--- src/verilog/pbir_pkg.sv ---
// Constants and types for the pin block input register
package pbir_pkg;

    // Register port geometry
    localparam int ADDR_W = 8;
    localparam int DATA_W = 32;
    localparam int CFG_W = 11;

    // Register offsets
    localparam logic [ADDR_W-1:0] CFG_OFFS = 8'h00;
    localparam logic [ADDR_W-1:0] STAT_OFFS = 8'h04;

    // Configuration field positions
    localparam int CFG_A_REG_BIT = 0;
    localparam int CFG_B_REG_BIT = 1;
    localparam int CFG_LATCH_BIT = 2;
    localparam int CFG_CLK_INV_BIT = 3;
    localparam int CFG_CE_IN_BIT = 4;
    localparam int CFG_CE_OUT_BIT = 5;
    localparam int CFG_CE_USED_BIT = 6;
    localparam int CFG_INIT_SET_BIT = 7;
    localparam int CFG_DIR_LSB = 8;
    localparam int CFG_OUT_REG_BIT = 10;

    // Enable reaches both elements, enable pin unconnected, init is reset
    localparam logic [CFG_W-1:0] CFG_RST = 11'h030;

    // Status field positions
    localparam int STAT_PAD_BIT = 0;
    localparam int STAT_IN_Q_BIT = 1;
    localparam int STAT_OUT_Q_BIT = 2;
    localparam int STAT_PATH_A_BIT = 3;
    localparam int STAT_PATH_B_BIT = 4;
    localparam int STAT_W = 5;

    // Pin direction
    typedef enum logic [1:0] {
        PBIR_DIR_IN = 2'b00,
        PBIR_DIR_OUT = 2'b01,
        PBIR_DIR_BIDIR = 2'b10
    } pbir_dir_e;

endpackage

--- src/verilog/pbir_store_cell.sv ---
// Storage element usable as flip-flop or latch with init value
`timescale 1ns/10ps
module pbir_store_cell (
    // Clock and resets
    input wire logic mclk_i,
    input wire logic rst_i,
    input wire logic gsr_i,
    // Configuration
    input wire logic latch_mode_i,
    input wire logic clk_inv_i,
    input wire logic init_set_i,
    // Element inputs
    input wire logic ce_i,
    input wire logic gate_i,
    input wire logic d_i,
    // Element output
    output logic q_o
);

    logic gate_eff;
    logic gate_r;
    logic q_r;

    assign gate_eff = gate_i ^ clk_inv_i;

    // Previous gate level, for edge detection on a sampled clock
    always_ff @(posedge mclk_i) begin
        if (rst_i) begin
            gate_r <= 1'b0;
        end else begin
            gate_r <= gate_eff;
        end
    end

    always_ff @(posedge mclk_i) begin
        if (rst_i) begin
            q_r <= 1'b0; // Power-up always loads the reset value
        end else if (gsr_i) begin
            q_r <= init_set_i;
        end else if (ce_i) begin
            if (latch_mode_i) begin
                if (gate_eff) begin
                    q_r <= d_i;
                end
            end else if (gate_eff && !gate_r) begin
                q_r <= d_i;
            end
        end
    end

    assign q_o = q_r;

endmodule // pbir_store_cell

--- src/verilog/pbir_pin_block.sv ---
// Pin block: input capture paths, output driver and config registers
//
// The placing of the registers and the strobed register port were chosen for this implementation.
`timescale 1ns/10ps
module pbir_pin_block (
    // Clock and reset
    input wire logic mclk_i,
    input wire logic rst_i,
    // Register port
    input wire logic [pbir_pkg::ADDR_W-1:0] reg_addr_i,
    input wire logic [pbir_pkg::DATA_W-1:0] reg_wdata_i,
    input wire logic reg_wr_i,
    input wire logic reg_rd_i,
    output logic [pbir_pkg::DATA_W-1:0] reg_rdata_o,
    // Package pin
    input wire logic pad_in_i,
    output logic pad_out_o,
    output logic pad_oe_o,
    // Array side controls
    input wire logic global_set_reset_i,
    input wire logic in_clk_i,
    input wire logic out_clk_i,
    input wire logic clk_en_i,
    input wire logic out_data_i,
    input wire logic out_tri_i,
    // Array side input paths
    output logic array_input_path_a_o,
    output logic array_input_path_b_o
);

    logic [pbir_pkg::CFG_W-1:0] cfg_r;
    logic [pbir_pkg::DATA_W-1:0] rdata_r;
    logic [pbir_pkg::DATA_W-1:0] rdata_nxt;
    logic [pbir_pkg::STAT_W-1:0] stat;
    logic path_a_r;
    logic path_b_r;
    logic pad_out_r;
    logic pad_oe_r;
    logic pad_oe_nxt;
    logic pad_seen_r;
    logic ce_line;
    logic in_ce;
    logic out_ce;
    logic in_q;
    logic out_q;
    pbir_pkg::pbir_dir_e dir;

    // Configuration fields
    logic a_reg;
    logic b_reg;
    logic latch_mode;
    logic clk_inv;
    logic ce_to_in;
    logic ce_to_out;
    logic ce_used;
    logic init_set;
    logic out_reg;

    assign a_reg = cfg_r[pbir_pkg::CFG_A_REG_BIT];
    assign b_reg = cfg_r[pbir_pkg::CFG_B_REG_BIT];
    assign latch_mode = cfg_r[pbir_pkg::CFG_LATCH_BIT];
    assign clk_inv = cfg_r[pbir_pkg::CFG_CLK_INV_BIT];
    assign ce_to_in = cfg_r[pbir_pkg::CFG_CE_IN_BIT];
    assign ce_to_out = cfg_r[pbir_pkg::CFG_CE_OUT_BIT];
    assign ce_used = cfg_r[pbir_pkg::CFG_CE_USED_BIT];
    assign init_set = cfg_r[pbir_pkg::CFG_INIT_SET_BIT];
    assign out_reg = cfg_r[pbir_pkg::CFG_OUT_REG_BIT];
    assign dir = pbir_pkg::pbir_dir_e'(cfg_r[pbir_pkg::CFG_DIR_LSB +: 2]);

    // Configuration register, written whole; upper data bits are ignored
    always_ff @(posedge mclk_i) begin
        if (rst_i) begin
            cfg_r <= pbir_pkg::CFG_RST;
        end else if (reg_wr_i && reg_addr_i == pbir_pkg::CFG_OFFS) begin
            cfg_r <= reg_wdata_i[pbir_pkg::CFG_W-1:0];
        end
    end

    // enable is active high, never inverted
    assign ce_line = ce_used ? clk_en_i : 1'b1;

    assign in_ce = ce_to_in ? ce_line : 1'b1;
    assign out_ce = ce_to_out ? ce_line : 1'b1;

    pbir_store_cell u_in_cell (
        .mclk_i(mclk_i),
        .rst_i(rst_i),
        .gsr_i(global_set_reset_i),
        .latch_mode_i(latch_mode),
        .clk_inv_i(clk_inv),
        .init_set_i(init_set),
        .ce_i(in_ce),
        .gate_i(in_clk_i),
        .d_i(pad_in_i),
        .q_o(in_q)
    );

    // Output element is always a rising-edge flip-flop
    pbir_store_cell u_out_cell (
        .mclk_i(mclk_i),
        .rst_i(rst_i),
        .gsr_i(global_set_reset_i),
        .latch_mode_i(1'b0),
        .clk_inv_i(1'b0),
        .init_set_i(init_set),
        .ce_i(out_ce),
        .gate_i(out_clk_i),
        .d_i(out_data_i),
        .q_o(out_q)
    );

    always_ff @(posedge mclk_i) begin
        if (rst_i) begin
            path_a_r <= 1'b0;
            path_b_r <= 1'b0;
        end else begin
            path_a_r <= a_reg ? in_q : pad_in_i;
            path_b_r <= b_reg ? in_q : pad_in_i;
        end
    end

    always_comb begin
        case (dir)
            pbir_pkg::PBIR_DIR_IN: pad_oe_nxt = 1'b0;
            pbir_pkg::PBIR_DIR_OUT: pad_oe_nxt = 1'b1;
            pbir_pkg::PBIR_DIR_BIDIR: pad_oe_nxt = !out_tri_i;
            default: pad_oe_nxt = 1'b0; // Unused code is a safe input
        endcase
    end

    // Pin drive; registered so the pad never sees combinational glitches
    always_ff @(posedge mclk_i) begin
        if (rst_i) begin
            pad_out_r <= 1'b0;
            pad_oe_r <= 1'b0;
        end else begin
            pad_out_r <= out_reg ? out_q : out_data_i;
            pad_oe_r <= pad_oe_nxt;
        end
    end

    // Sampled pin level for status reads
    always_ff @(posedge mclk_i) begin
        if (rst_i) begin
            pad_seen_r <= 1'b0;
        end else begin
            pad_seen_r <= pad_in_i;
        end
    end

    // Status word
    assign stat = {path_b_r, path_a_r, out_q, in_q, pad_seen_r};

    // Read mux; unmapped offsets read zero
    always_comb begin
        rdata_nxt = '0;
        if (reg_addr_i == pbir_pkg::CFG_OFFS) begin
            rdata_nxt[pbir_pkg::CFG_W-1:0] = cfg_r;
        end else if (reg_addr_i == pbir_pkg::STAT_OFFS) begin
            rdata_nxt[pbir_pkg::STAT_W-1:0] = stat;
        end
    end

    // Read data stand only in the cycle after the strobe
    always_ff @(posedge mclk_i) begin
        if (rst_i) begin
            rdata_r <= '0;
        end else if (reg_rd_i) begin
            rdata_r <= rdata_nxt;
        end else begin
            rdata_r <= '0;
        end
    end

    assign reg_rdata_o = rdata_r;
    assign pad_out_o = pad_out_r;
    assign pad_oe_o = pad_oe_r;
    assign array_input_path_a_o = path_a_r;
    assign array_input_path_b_o = path_b_r;

    // Checker helpers: mirror of the input element's gate history
    logic in_gate_eff;
    logic in_gate_prev_r;
    logic in_rise;

    assign in_gate_eff = in_clk_i ^ clk_inv;
    assign in_rise = in_gate_eff && !in_gate_prev_r;

    always_ff @(posedge mclk_i) begin
        if (rst_i) begin
            in_gate_prev_r <= 1'b0;
        end else begin
            in_gate_prev_r <= in_gate_eff;
        end
    end

    // Output element gate history, mirrors the cell's own edge detector
    logic out_gate_prev_r;
    logic out_rise;

    assign out_rise = out_clk_i && !out_gate_prev_r;

    always_ff @(posedge mclk_i) begin
        if (rst_i) begin
            out_gate_prev_r <= 1'b0;
        end else begin
            out_gate_prev_r <= out_clk_i;
        end
    end
endmodule // pbir_pin_block

--- config.mk ---
export PLATFORM = sky130hd
export DESIGN_NAME = pbir_pin_block
export DESIGN_NICKNAME = d
export VERILOG_FILES = /design/src/verilog/pbir_pkg.sv /design/src/verilog/pbir_store_cell.sv /design/src/verilog/pbir_pin_block.sv
export SDC_FILE = /design/constraint.sdc
export NUM_CORES = 1
export LEC_CHECK = 0
export BUFFER_PORTS_ARGS = -buffer_cell sky130_fd_sc_hd__buf_2
export CORE_AREA = 2 2 60 62
export DETAILED_ROUTE_END_ITERATION = 6
export DIE_AREA = 0 0 62 64
export PLACE_DENSITY = 0.9
export SLEW_MARGIN = 10
export SYNTH_ARGS = -nofsm -noshare
export SYNTH_HDL_FRONTEND = slang
export SYNTH_SLANG_ARGS = --single-unit
export TNS_END_PERCENT = 20
--- constraint.sdc ---
create_clock -name mclk_i -period 4 [get_ports mclk_i]
set_clock_uncertainty 0.2 [all_clocks]
set_input_delay 0.8 -clock mclk_i [delete_from_list [all_inputs] [get_ports mclk_i]]
set_output_delay 0.8 -clock mclk_i [all_outputs]
set_load 0.1 [all_outputs]
==> out/qor.yml, run 1 <==
min_from: "pad_seen_r"
p_sw_share_pct: 33.9
yosysTopAreaCell: "dfxtp_1"
cts_htree_levels: 2
cp_cell_sequence: "buf_2"
ys.flop_type: "dfxtp_1"
synth_seq_area_share_pct: 42.8
synthTopCellsByArea: "dfxtp_1 43%, buf_4 11%, mux2i_1 6.9%"
report.final.setup_viol: 0
synth_common_cells: "31 x dfxtp_1, 21 x buf_4, 14 x nor2_1"
p_int_uw: 436
diodes: 0
vdd_ir_drop_max_v: 0.000144
io_buffers: 44
r2r_end: "u_in_cell.q_o"
synth_top_family_by_area: "simple AND/OR/NAND/NOR gates"
rsz0062_at_grt: "false"
finalCriticalPeriod_ns: 2.08
worstHoldPathCells: 2
die_x_um: 62
grt_pass1_vias: 1062
yosys_register_bits: 31
routed_wl_um: 2830
cp_num_buf_inv: 1
routedWlPerCell_um: 11.6
cts_resized: 0
syn_to_final_growth_pct: 15.3
crit_arrival_ns: 1.08
avgSynthCellArea_um2: 9.54
crit_family: "buffers and inverters"
initial_core_util_pct: 44.2
netlist_area_um2: 1450
grt_util_all_layers_pct: 15.2
rows: 21
timing.fmax_mhz: 480
clk_pin_slew_worst_paths_ns: 0.09
r2r_cells: 3
cts_tree: "yes"
route.met3.wl_um: 210
ant_nets: 0
setup_slack_ns: 1.92
critPathRequiredTime_ns: 3.00
power_density_nw_per_um2: 394
syn_inst: 152
coreArea_um2: 3280
placement.setup.worst_slack_ns: 1.63
dr_total_vias: 1173
boundaryPins: 87
final_layout_size_suffix_gt1_share_pct: 28.4
cts_max_path_buffers: 2
fillers: 325
finalNetCount: 249
slew_headroom_pct: 60.8
grt_overflow_total: 0
drt_iter0_drc: 39
slowest_stage: "buf_2"
ys_async_sr_fraction_pct: 0
worstReg2RegStart: "cfg_r[3]"
final_util_pct: 50.9
period_share_pct: 52.1
slew_violations: 0
routed_via_density: 4.83
topRoutingLayerUsed: "met4"
holdBufCountCts: 0
cts_setup_buffers: 0
synth_edf_count: 0
numCtsBuffers: 5
antenna_found_initial: 0
dp_hpwl_um: 2150
synthMuxAreaShare_pct: 6.90
tightest_slew_ns: 0.583
first_pass_iters: 4
pwr-share-seq_pct: 47.7
hold_path_class: "reg -> reg"
finalHoldViolCount: 0
start_kind: "register"
synth.distinct_cells: 32
slowest_delay_ns: 0.42
ys_warn_count: 0
wl_met2_um: 1420
insertion_delay_ns: 0.32
grt_start_max_net_pins: 25
tns_ns: 0
synth-adder-area-share_pct: 1.73
drc_errors: 0
status: "complete, no violations"
drv_cap: 0
power.clock.fraction_pct: 30.7
die_y_um: 64
endpoint_kind: "output pin"
crit_fanout: 2
clockRootBuffer: "clkbuf_4"
synth_top_area_share_pct: 42.8
yosys.area_share.simple_pct: 21.1
p_sw_uw: 223
synth_most_common_cell: "dfxtp_1"
hold_ws_ns: 0.282
synth_xor_area_share_pct: 0.604
leakage_uw: 0.000746
synth_compound_area_share_pct: 10.2
dieArea_um2: 3970
wl_met1_um: 1130
r2r_setup_slack_ns: 2.50
crit_type: "reg -> out"
holdPathEnd: "reg_rdata_o[0]"
place_congestion: 0.776
cts.sinks: 31
pwr-share-comb_pct: 21.5
grt_pass1_wl_um: 4420
[cell usage in the layout, fill, tap and decap left out, drive strengths merged, types with 2 or more instances in the layout]
cell    instances
a21oi          11
and2            6
buf            45
clkbuf          8
conb           21
dfxtp          31
ha              2
inv             7
mux2i          10
nand4          10
nor2           14
nor2b           3
nor3            2
nor4            3
o31ai           9
or4             3
[area by class of cell]
| type | count | area [um^2] | area share (%) |
|---|---|---|---|
| inverter | 8 | 30.0 | 1.80 |
| tap | 46 | 57.6 | 3.44 |
| clock buffer | 8 | 68.8 | 4.12 |
| sequential | 31 | 621 | 37.1 |
| multi-input combinational | 105 | 667 | 39.9 |
| timing repair buffer | 45 | 228 | 13.6 |
[worst max path at each step]
| stage | end | cells past startpoint | slack, ns | from |
|---|---|---|---|---|
| 2_1_floorplan | cfg_r[0] | 5 | 1.87 | reg_addr_i[2] |
| 3_3_place_gp | reg_rdata_o[7] | 4 | 1.65 | reg_addr_i[7] |
| 3_5_place_dp | reg_rdata_o[10] | 4 | 1.63 | reg_addr_i[7] |
| 4_1_cts | array_input_path_a_o | 1 | 1.90 | array_input_path_a_o |
| 5_1_grt | array_input_path_a_o | 1 | 1.88 | array_input_path_a_o |
| 6_report | array_input_path_a_o | 1 | 1.92 | array_input_path_a_o |
[power groups by stage]
stage | clock network, uW | registers [uW] | logic, uW
6_report | 203 | 315 | 142
5_1_grt | 225 | 315 | 148
4_1_cts | 208 | 315 | 142
3_5_place_dp | 0 | 322 | 142
3_3_place_gp | 0 | 321 | 141
2_1_floorplan | 0 | 333 | 124
[flip-flops by register name, summed over array words and instances, names as in the netlist]
name / flops
array_input_path_a_o: 1
array_input_path_b_o: 1
cfg_r: 11
pad_oe_o: 1
pad_out_o: 1
pad_seen_r: 1
reg_rdata_o: 11
u_in_cell.gate_r: 1
u_in_cell.q_o: 1
u_out_cell.gate_r: 1
u_out_cell.q_o: 1
[per-layer routing]
layer / GRT usage, % / up-vias
met4: 11.2 / 0
met1: 17.8 / 530
met5: 0 / -
li1: - / 579
met2: 23.4 / 60
met3: 3.04 / 4
[cell families (layout without fill, tap and decap cells)]
| logic type | count (synthesis) | after routing |
|---|---|---|
| buffers and inverters | 36 | 61 |
| DFF | 31 | 31 |
| adders and majority gates | 2 | 2 |
| xor gates and xnor gates | 1 | 1 |
| muxes | 10 | 10 |
| other | 1 | 21 |
| and+or+nand+nor | 48 | 48 |
| AOI/OAI and AO/OA | 23 | 23 |
[worst min-delay path, stage by stage, from the launching register on]
cell	delay (ns)
dfxtp_1	0.32
mux2i_1	0.06
nor2_1	0.07
[through the flow]
stage,total power (uW),area (um^2),cells
floorplan,457,1530,172
CTS,665,1670,243
global route,687,1670,243
detailed placement,463,1600,235
finish,659,1670,243
global placement,462,1600,235
No activity file was read; power rests on OpenSTA's default activity.
==> run 2: changes to the inputs <==
--- a/config.mk
+++ b/config.mk
@@ -6,10 +6,10 @@
 export NUM_CORES = 1
 export LEC_CHECK = 0
 export BUFFER_PORTS_ARGS = -buffer_cell sky130_fd_sc_hd__buf_2
-export CORE_AREA = 2 2 60 62
+export CORE_AREA = 2 2 62 64
 export DETAILED_ROUTE_END_ITERATION = 6
-export DIE_AREA = 0 0 62 64
-export PLACE_DENSITY = 0.9
+export DIE_AREA = 0 0 64 66
+export PLACE_DENSITY = 0.85
 export SLEW_MARGIN = 10
 export SYNTH_ARGS = -nofsm -noshare
 export SYNTH_HDL_FRONTEND = slang
==> constraint.sdc (replaced) <==
create_clock -name mclk_i -period 2 [get_ports mclk_i]
set_clock_uncertainty 0.2 [all_clocks]
set_input_delay 0.4 -clock mclk_i [delete_from_list [all_inputs] [get_ports mclk_i]]
set_output_delay 0.4 -clock mclk_i [all_outputs]
set_load 0.1 [all_outputs]
==> run 2 against run 1 <==
- count of clock-buffer cells in the layout shrank 3
- utilization down 3.6 points
- critical endpoint unchanged
- flip-flop and latch count unchanged
- cell count grew 2.1%
- register-to-register slack lost 2.0 ns
==> out/qor.yml, run 2 (synthesis results as in run 1) <==
start_kind: "register"  # unchanged
cts_resized: 0  # unchanged
drc_errors: 0  # unchanged
die_x_um: 64  # was 62 um
cp_cell_sequence: "buf_2"  # unchanged
report.final.setup_viol: 0  # unchanged
dpl.cell_count: 240  # was 235
cts_setup_buffers: 0  # unchanged
grt_start_max_net_pins: 25  # unchanged
routedWlPerCell_um: 11.5  # was 11.6 um
grt_pass1_vias: 972  # was 1062
period_share_pct: 85.3
coreArea_um2: 3550  # was 3280 um^2
crit_arrival_ns: 1.11  # was 1.08 ns
min_from: "reg_wdata_i[10]"  # was pad_seen_r
stdcell_count: 248  # was 243
cts_max_path_buffers: 2  # unchanged
antenna_found_initial: 0  # unchanged
clockRootBuffer: "clkbuf_4"  # unchanged
routed_wl_um: 2850  # was 2830 um
critPathRequiredTime_ns: 1.40  # was 3.00 ns
mostFrequentLayoutCell: "buf_2"  # unchanged
place_congestion: 0.777  # was 0.776
endpoint_kind: "output pin"  # unchanged
grt_util_all_layers_pct: 14.2  # was 15.2%
cts_htree_levels: 2  # unchanged
routed_via_density: 4.68  # was 4.83
drv_cap: 0  # unchanged
ant_nets: 0  # unchanged
power.clock.fraction_pct: 26.9  # was 30.7%
initial_core_util_pct: 40.8  # was 44.2%
grt_overflow_total: 0  # unchanged
dr_total_vias: 1161  # was 1173
r2r_setup_slack_ns: 0.54  # was 2.50 ns
crit_type: "reg -> out"  # unchanged
cts_tree: "yes"  # unchanged
first_pass_iters: 4  # unchanged
holdPathEnd: "cfg_r[10]"  # was reg_rdata_o[0]
cp_num_buf_inv: 1  # unchanged
dieArea_um2: 4220  # was 3970 um^2
insertion_delay_ns: 0.33  # was 0.32 ns
layout_common_cells: "44 x buf_2, 31 x dfxtp_1, 21 x conb_1"  # unchanged
status: "complete, no violations"  # unchanged
power_density_nw_per_um2: 746  # was 394 nW/um^2
p_sw_uw: 455  # was 223 uW
tightest_slew_ns: 0.570  # was 0.583 ns
leakage_uw: 0.000756  # was 0.000746 uW
slowest_delay_ns: 0.43  # was 0.42 ns
pwr-share-seq_pct: 50.2  # was 47.7%
worstReg2RegStart: "cfg_r[3]"  # unchanged
tns_ns: 0  # unchanged
pwr-share-comb_pct: 22.9  # was 21.5%
crit_family: "buffers and inverters"  # unchanged
clk_pin_slew_worst_paths_ns: 0.10  # was 0.09 ns
r2r_cells: 3  # unchanged
p_sw_share_pct: 36.3  # was 33.9%
die_y_um: 66  # was 64 um
syn_to_final_growth_pct: 15.9  # was 15.3%
slew_violations: 0  # unchanged
final_layout_size_suffix_gt1_share_pct: 30.0  # was 28.4%
r2r_end: "u_in_cell.q_o"  # unchanged
worstHoldPathCells: 3  # was 2
numCtsBuffers: 5  # unchanged
finalNetCount: 252  # was 249
vdd_ir_drop_max_v: 0.000320  # was 0.000144 V
finalCriticalPeriod_ns: 1.71
diodes: 0  # unchanged
rsz0062_at_grt: "false"  # unchanged
fillers: 360  # was 325
drt_iter0_drc: 26  # was 39
slowest_stage: "buf_2"  # unchanged
crit_fanout: 2  # unchanged
holdBufCountCts: 0  # unchanged
slew_headroom_pct: 61.7  # was 60.8%
hold_path_class: "in -> reg"  # was reg -> reg
dp_hpwl_um: 2180  # was 2150 um
timing.fmax_mhz: 586
io_buffers: 44  # unchanged
rows: 22  # was 21
cts.sinks: 31  # unchanged
boundaryPins: 87  # unchanged
grt_pass1_wl_um: 4410  # was 4420 um
finalHoldViolCount: 0  # unchanged
p_int_uw: 798  # was 436 uW
[run 2: cell types whose count changed in the layout (fill, tap and decap cells not counted)]
cell / delta
clkbuf_1: -1
buf_4: +3
clkbuf_8: -2
clkinv_2: +3
[run 2: worst max-delay path by stage]
stage	end	depth (start not counted)	slack, ns	startpoint
2_1_floorplan	cfg_r[0]	5	0.27	reg_addr_i[2]
3_3_place_gp	reg_rdata_o[5]	4	0.08	reg_addr_i[7]
3_5_place_dp	cfg_r[9]	5	0.07	reg_addr_i[7]
4_1_cts	array_input_path_a_o	1	0.27	array_input_path_a_o
5_1_grt	array_input_path_a_o	1	0.26	array_input_path_a_o
6_report	array_input_path_a_o	1	0.29	array_input_path_a_o
[run 2: routing by layer]
metal	vias to the layer above	GRT usage [%]	part of all wire, %
li1	584	-	-
met3	4	4.60	8.6
met2	56	23.4	48
met4	0	8.97	2.4
met5	-	0	0
met1	517	15.7	41
[run 2: stage by stage]
| step | setup WS [ns] | power, uW | hold WS (ns) | area, um^2 | utilization (%) |
|---|---|---|---|---|---|
| 2_1_floorplan | 0.274 | 915 | 0.240 | 1530 | - |
| 3_3_place_gp | 0.0762 | 927 | 0.249 | 1630 | 45.8 |
| 3_5_place_dp | 0.0709 | 930 | 0.286 | 1630 | 45.8 |
| 4_1_cts | 0.270 | 1270 | 0.102 | 1680 | 47.3 |
| 5_1_grt | 0.259 | 1310 | 0.113 | 1680 | 47.3 |
| 6_report | 0.294 | 1250 | 0.116 | 1680 | 47.3 |
[run 2: final cells by class]
class | count | area (um^2) | share of cell area, %
sequential | 31 | 621 | 36.9
tap | 48 | 60.1 | 3.57
inverter | 8 | 30.0 | 1.79
timing repair buffer | 48 | 250 | 14.9
clock buffer | 5 | 37.5 | 2.23
clock inverter | 3 | 15.0 | 0.894
multi-input combinational | 105 | 667 | 39.7
[run 2: worst reg2reg max path: stages (launching register included)]
cell,delay [ns]
dfxtp_1,0.40
xnor2_1,0.12
or4_1,0.52
a31oi_1,0.16
[run 2: power by group through the flow]
stage / Sequential (uW) / Combinational, uW / Clock [uW]
global placement: 643 / 284 / 0
detailed placement: 643 / 286 / 0
CTS: 629 / 287 / 352
global route: 631 / 299 / 382
floorplan: 667 / 248 / 0
finish: 629 / 287 / 337
==> run 3: changes to the inputs <==
--- a/config.mk
+++ b/config.mk
@@ -9,7 +9,7 @@
 export CORE_AREA = 2 2 62 64
 export DETAILED_ROUTE_END_ITERATION = 6
 export DIE_AREA = 0 0 64 66
-export PLACE_DENSITY = 0.85
+export PLACE_DENSITY = 0.74
 export SLEW_MARGIN = 10
 export SYNTH_ARGS = -nofsm -noshare
 export SYNTH_HDL_FRONTEND = slang
==> run 3 against run 2 <==
- clock power is 20% higher
- die area stayed put
- first-iteration DRC count is 69% higher
- via count is 0.34% lower
- global-route usage is 0.068 points lower
- sequential share of layout area hardly changed
- total power is 5.3% higher
- critical path depth stayed put
- count of clock-buffer cells in the layout is 3 higher
- critical endpoint is now reg_rdata_o[5]
==> out/qor.yml, run 3 (synthesis results as in run 1) <==
status: "complete, no violations"  # unchanged
mostFrequentLayoutCell: "buf_2"  # unchanged
crit_type: "reg -> out"  # unchanged
cts_htree_levels: 2  # unchanged
initial_core_util_pct: 40.8  # unchanged
first_pass_iters: 4  # unchanged
power_density_nw_per_um2: 785  # was 746 nW/um^2
diodes: 0  # unchanged
die_x_um: 64  # unchanged
tightest_slew_ns: 0.578  # was 0.570 ns
antenna_found_initial: 0  # unchanged
grt_overflow_total: 0  # unchanged
syn_to_final_growth_pct: 16.0  # was 15.9%
grt_util_all_layers_pct: 14.1  # was 14.2%
r2r_setup_slack_ns: 0.52  # was 0.54 ns
routedWlPerCell_um: 11.2  # was 11.5 um
cts_max_path_buffers: 2  # unchanged
worstReg2RegStart: "cfg_r[3]"  # unchanged
leakage_uw: 0.000751  # was 0.000756 uW
clk_pin_slew_worst_paths_ns: 0.09  # was 0.10 ns
cts_setup_buffers: 0  # unchanged
r2r_cells: 3  # unchanged
timing.fmax_mhz: 594  # was 586 MHz
ant_nets: 0  # unchanged
finalCriticalPeriod_ns: 1.68  # was 1.71 ns
hold_path_class: "in -> reg"  # unchanged
routed_wl_um: 2760  # was 2850 um
dieArea_um2: 4220  # unchanged
dr_total_vias: 1157  # was 1161
coreArea_um2: 3550  # unchanged
setup_slack_ns: 0.315  # was 0.294 ns
slew_violations: 0  # unchanged
final_util_pct: 47.4  # was 47.3%
drv_cap: 0  # unchanged
rsz0062_at_grt: "false"  # unchanged
holdBufCountCts: 0  # unchanged
r2r_end: "u_in_cell.q_o"  # unchanged
tns_ns: 0  # unchanged
start_kind: "register"  # unchanged
die_y_um: 66  # unchanged
boundaryPins: 87  # unchanged
clockRootBuffer: "clkbuf_4"  # unchanged
cp_cell_sequence: "buf_2"  # unchanged
endpoint_kind: "output pin"  # unchanged
placement.setup.worst_slack_ns: 0.0591  # was 0.0709 ns
rows: 22  # unchanged
critPathRequiredTime_ns: 1.40  # about the same
numCtsBuffers: 5  # unchanged
cts_tree: "yes"  # unchanged
vdd_ir_drop_max_v: 0.000261  # was 0.000320 V
slew_headroom_pct: 61.2  # was 61.7%
cp.depth: 1  # unchanged
crit_family: "buffers and inverters"  # unchanged
drt_iter0_drc: 44  # was 26
grt_start_max_net_pins: 25  # unchanged
grt_pass1_vias: 1021  # was 972
crit_end: "reg_rdata_o[5]"  # was array_input_path_a_o
insertion_delay_ns: 0.32  # was 0.33 ns
place_congestion: 0.756  # was 0.777
grt_pass1_wl_um: 4440  # was 4410 um
fillers: 346  # was 360
cts.sinks: 31  # unchanged
cp_num_buf_inv: 1  # unchanged
drc_errors: 0  # unchanged
period_share_pct: 84.2  # was 85.3%
crit_fanout: 1  # was 2
slowest_delay_ns: 0.42  # was 0.43 ns
report.final.setup_viol: 0  # unchanged
final_layout_size_suffix_gt1_share_pct: 28.8  # was 30.0%
dp_hpwl_um: 2060  # was 2180 um
io_buffers: 44  # unchanged
finalNetCount: 250  # was 252
layout_common_cells: "44 x buf_2, 31 x dfxtp_1, 21 x conb_1"  # unchanged
startpoint: "reg_rdata_o[5]"  # was array_input_path_a_o
finalHoldViolCount: 0  # unchanged
slowest_stage: "buf_2"  # unchanged
crit_arrival_ns: 1.08  # was 1.11 ns
routed_via_density: 4.70  # was 4.68
cts_resized: 0  # unchanged
==> run 3: changes by cell type in the layout (fill, tap and decap cells not counted), sizes merged <==
| cell | delta |
|---|---|
| clkinv | -3 |
| clkbuf | +3 |
| buf | -2 |
==> run 3: how the worst min path moves through the flow <==
stage / endpoint / start / slack (ns) / cells past startpoint
after floorplan: reg_rdata_o[0] / pad_seen_r / 0.24 / 2
after global placement: reg_rdata_o[0] / pad_seen_r / 0.25 / 2
after detailed placement: reg_rdata_o[0] / pad_seen_r / 0.28 / 2
after CTS: cfg_r[4] / reg_wdata_i[4] / 0.10 / 3
after global routing: u_out_cell.gate_r / out_clk_i / 0.1 / 2
final: u_out_cell.gate_r / out_clk_i / 0.12 / 2
==> run 3: cell type report <==
type,instances,area [um^2],area share [%]
tap,48,60.1,3.57
clock buffer,8,68.8,4.09
timing repair buffer,46,235,14.0
sequential,31,621,36.9
inverter,8,30.0,1.79
multi-input combinational,105,667,39.7
==> run 3: power by group <==
part	internal [uW]	switching [uW]	total [uW]
registers	625	3.58	629
logic	41.3	245	286
clock network	207	198	405
total	873	447	1320
==> run 3: metal layers <==
metal  vias up  share of wire [%]  GRT usage [%]
met5         -                  0              0
met4         0                2.3           8.42
met3         7                9.9           4.60
met2        58                 45           23.0
met1       512                 43           16.0
li1        580                  -              -
==> run 3: per-stage QoR <==
stage | instance area [um^2] | hold slack, ns | cells | total power (uW)
2_1_floorplan | 1530 | 0.240 | 172 | 915
3_3_place_gp | 1610 | 0.254 | 238 | 927
3_5_place_dp | 1610 | 0.275 | 238 | 929
4_1_cts | 1680 | 0.104 | 246 | 1330
5_1_grt | 1680 | 0.0996 | 246 | 1370
6_report | 1680 | 0.117 | 246 | 1320
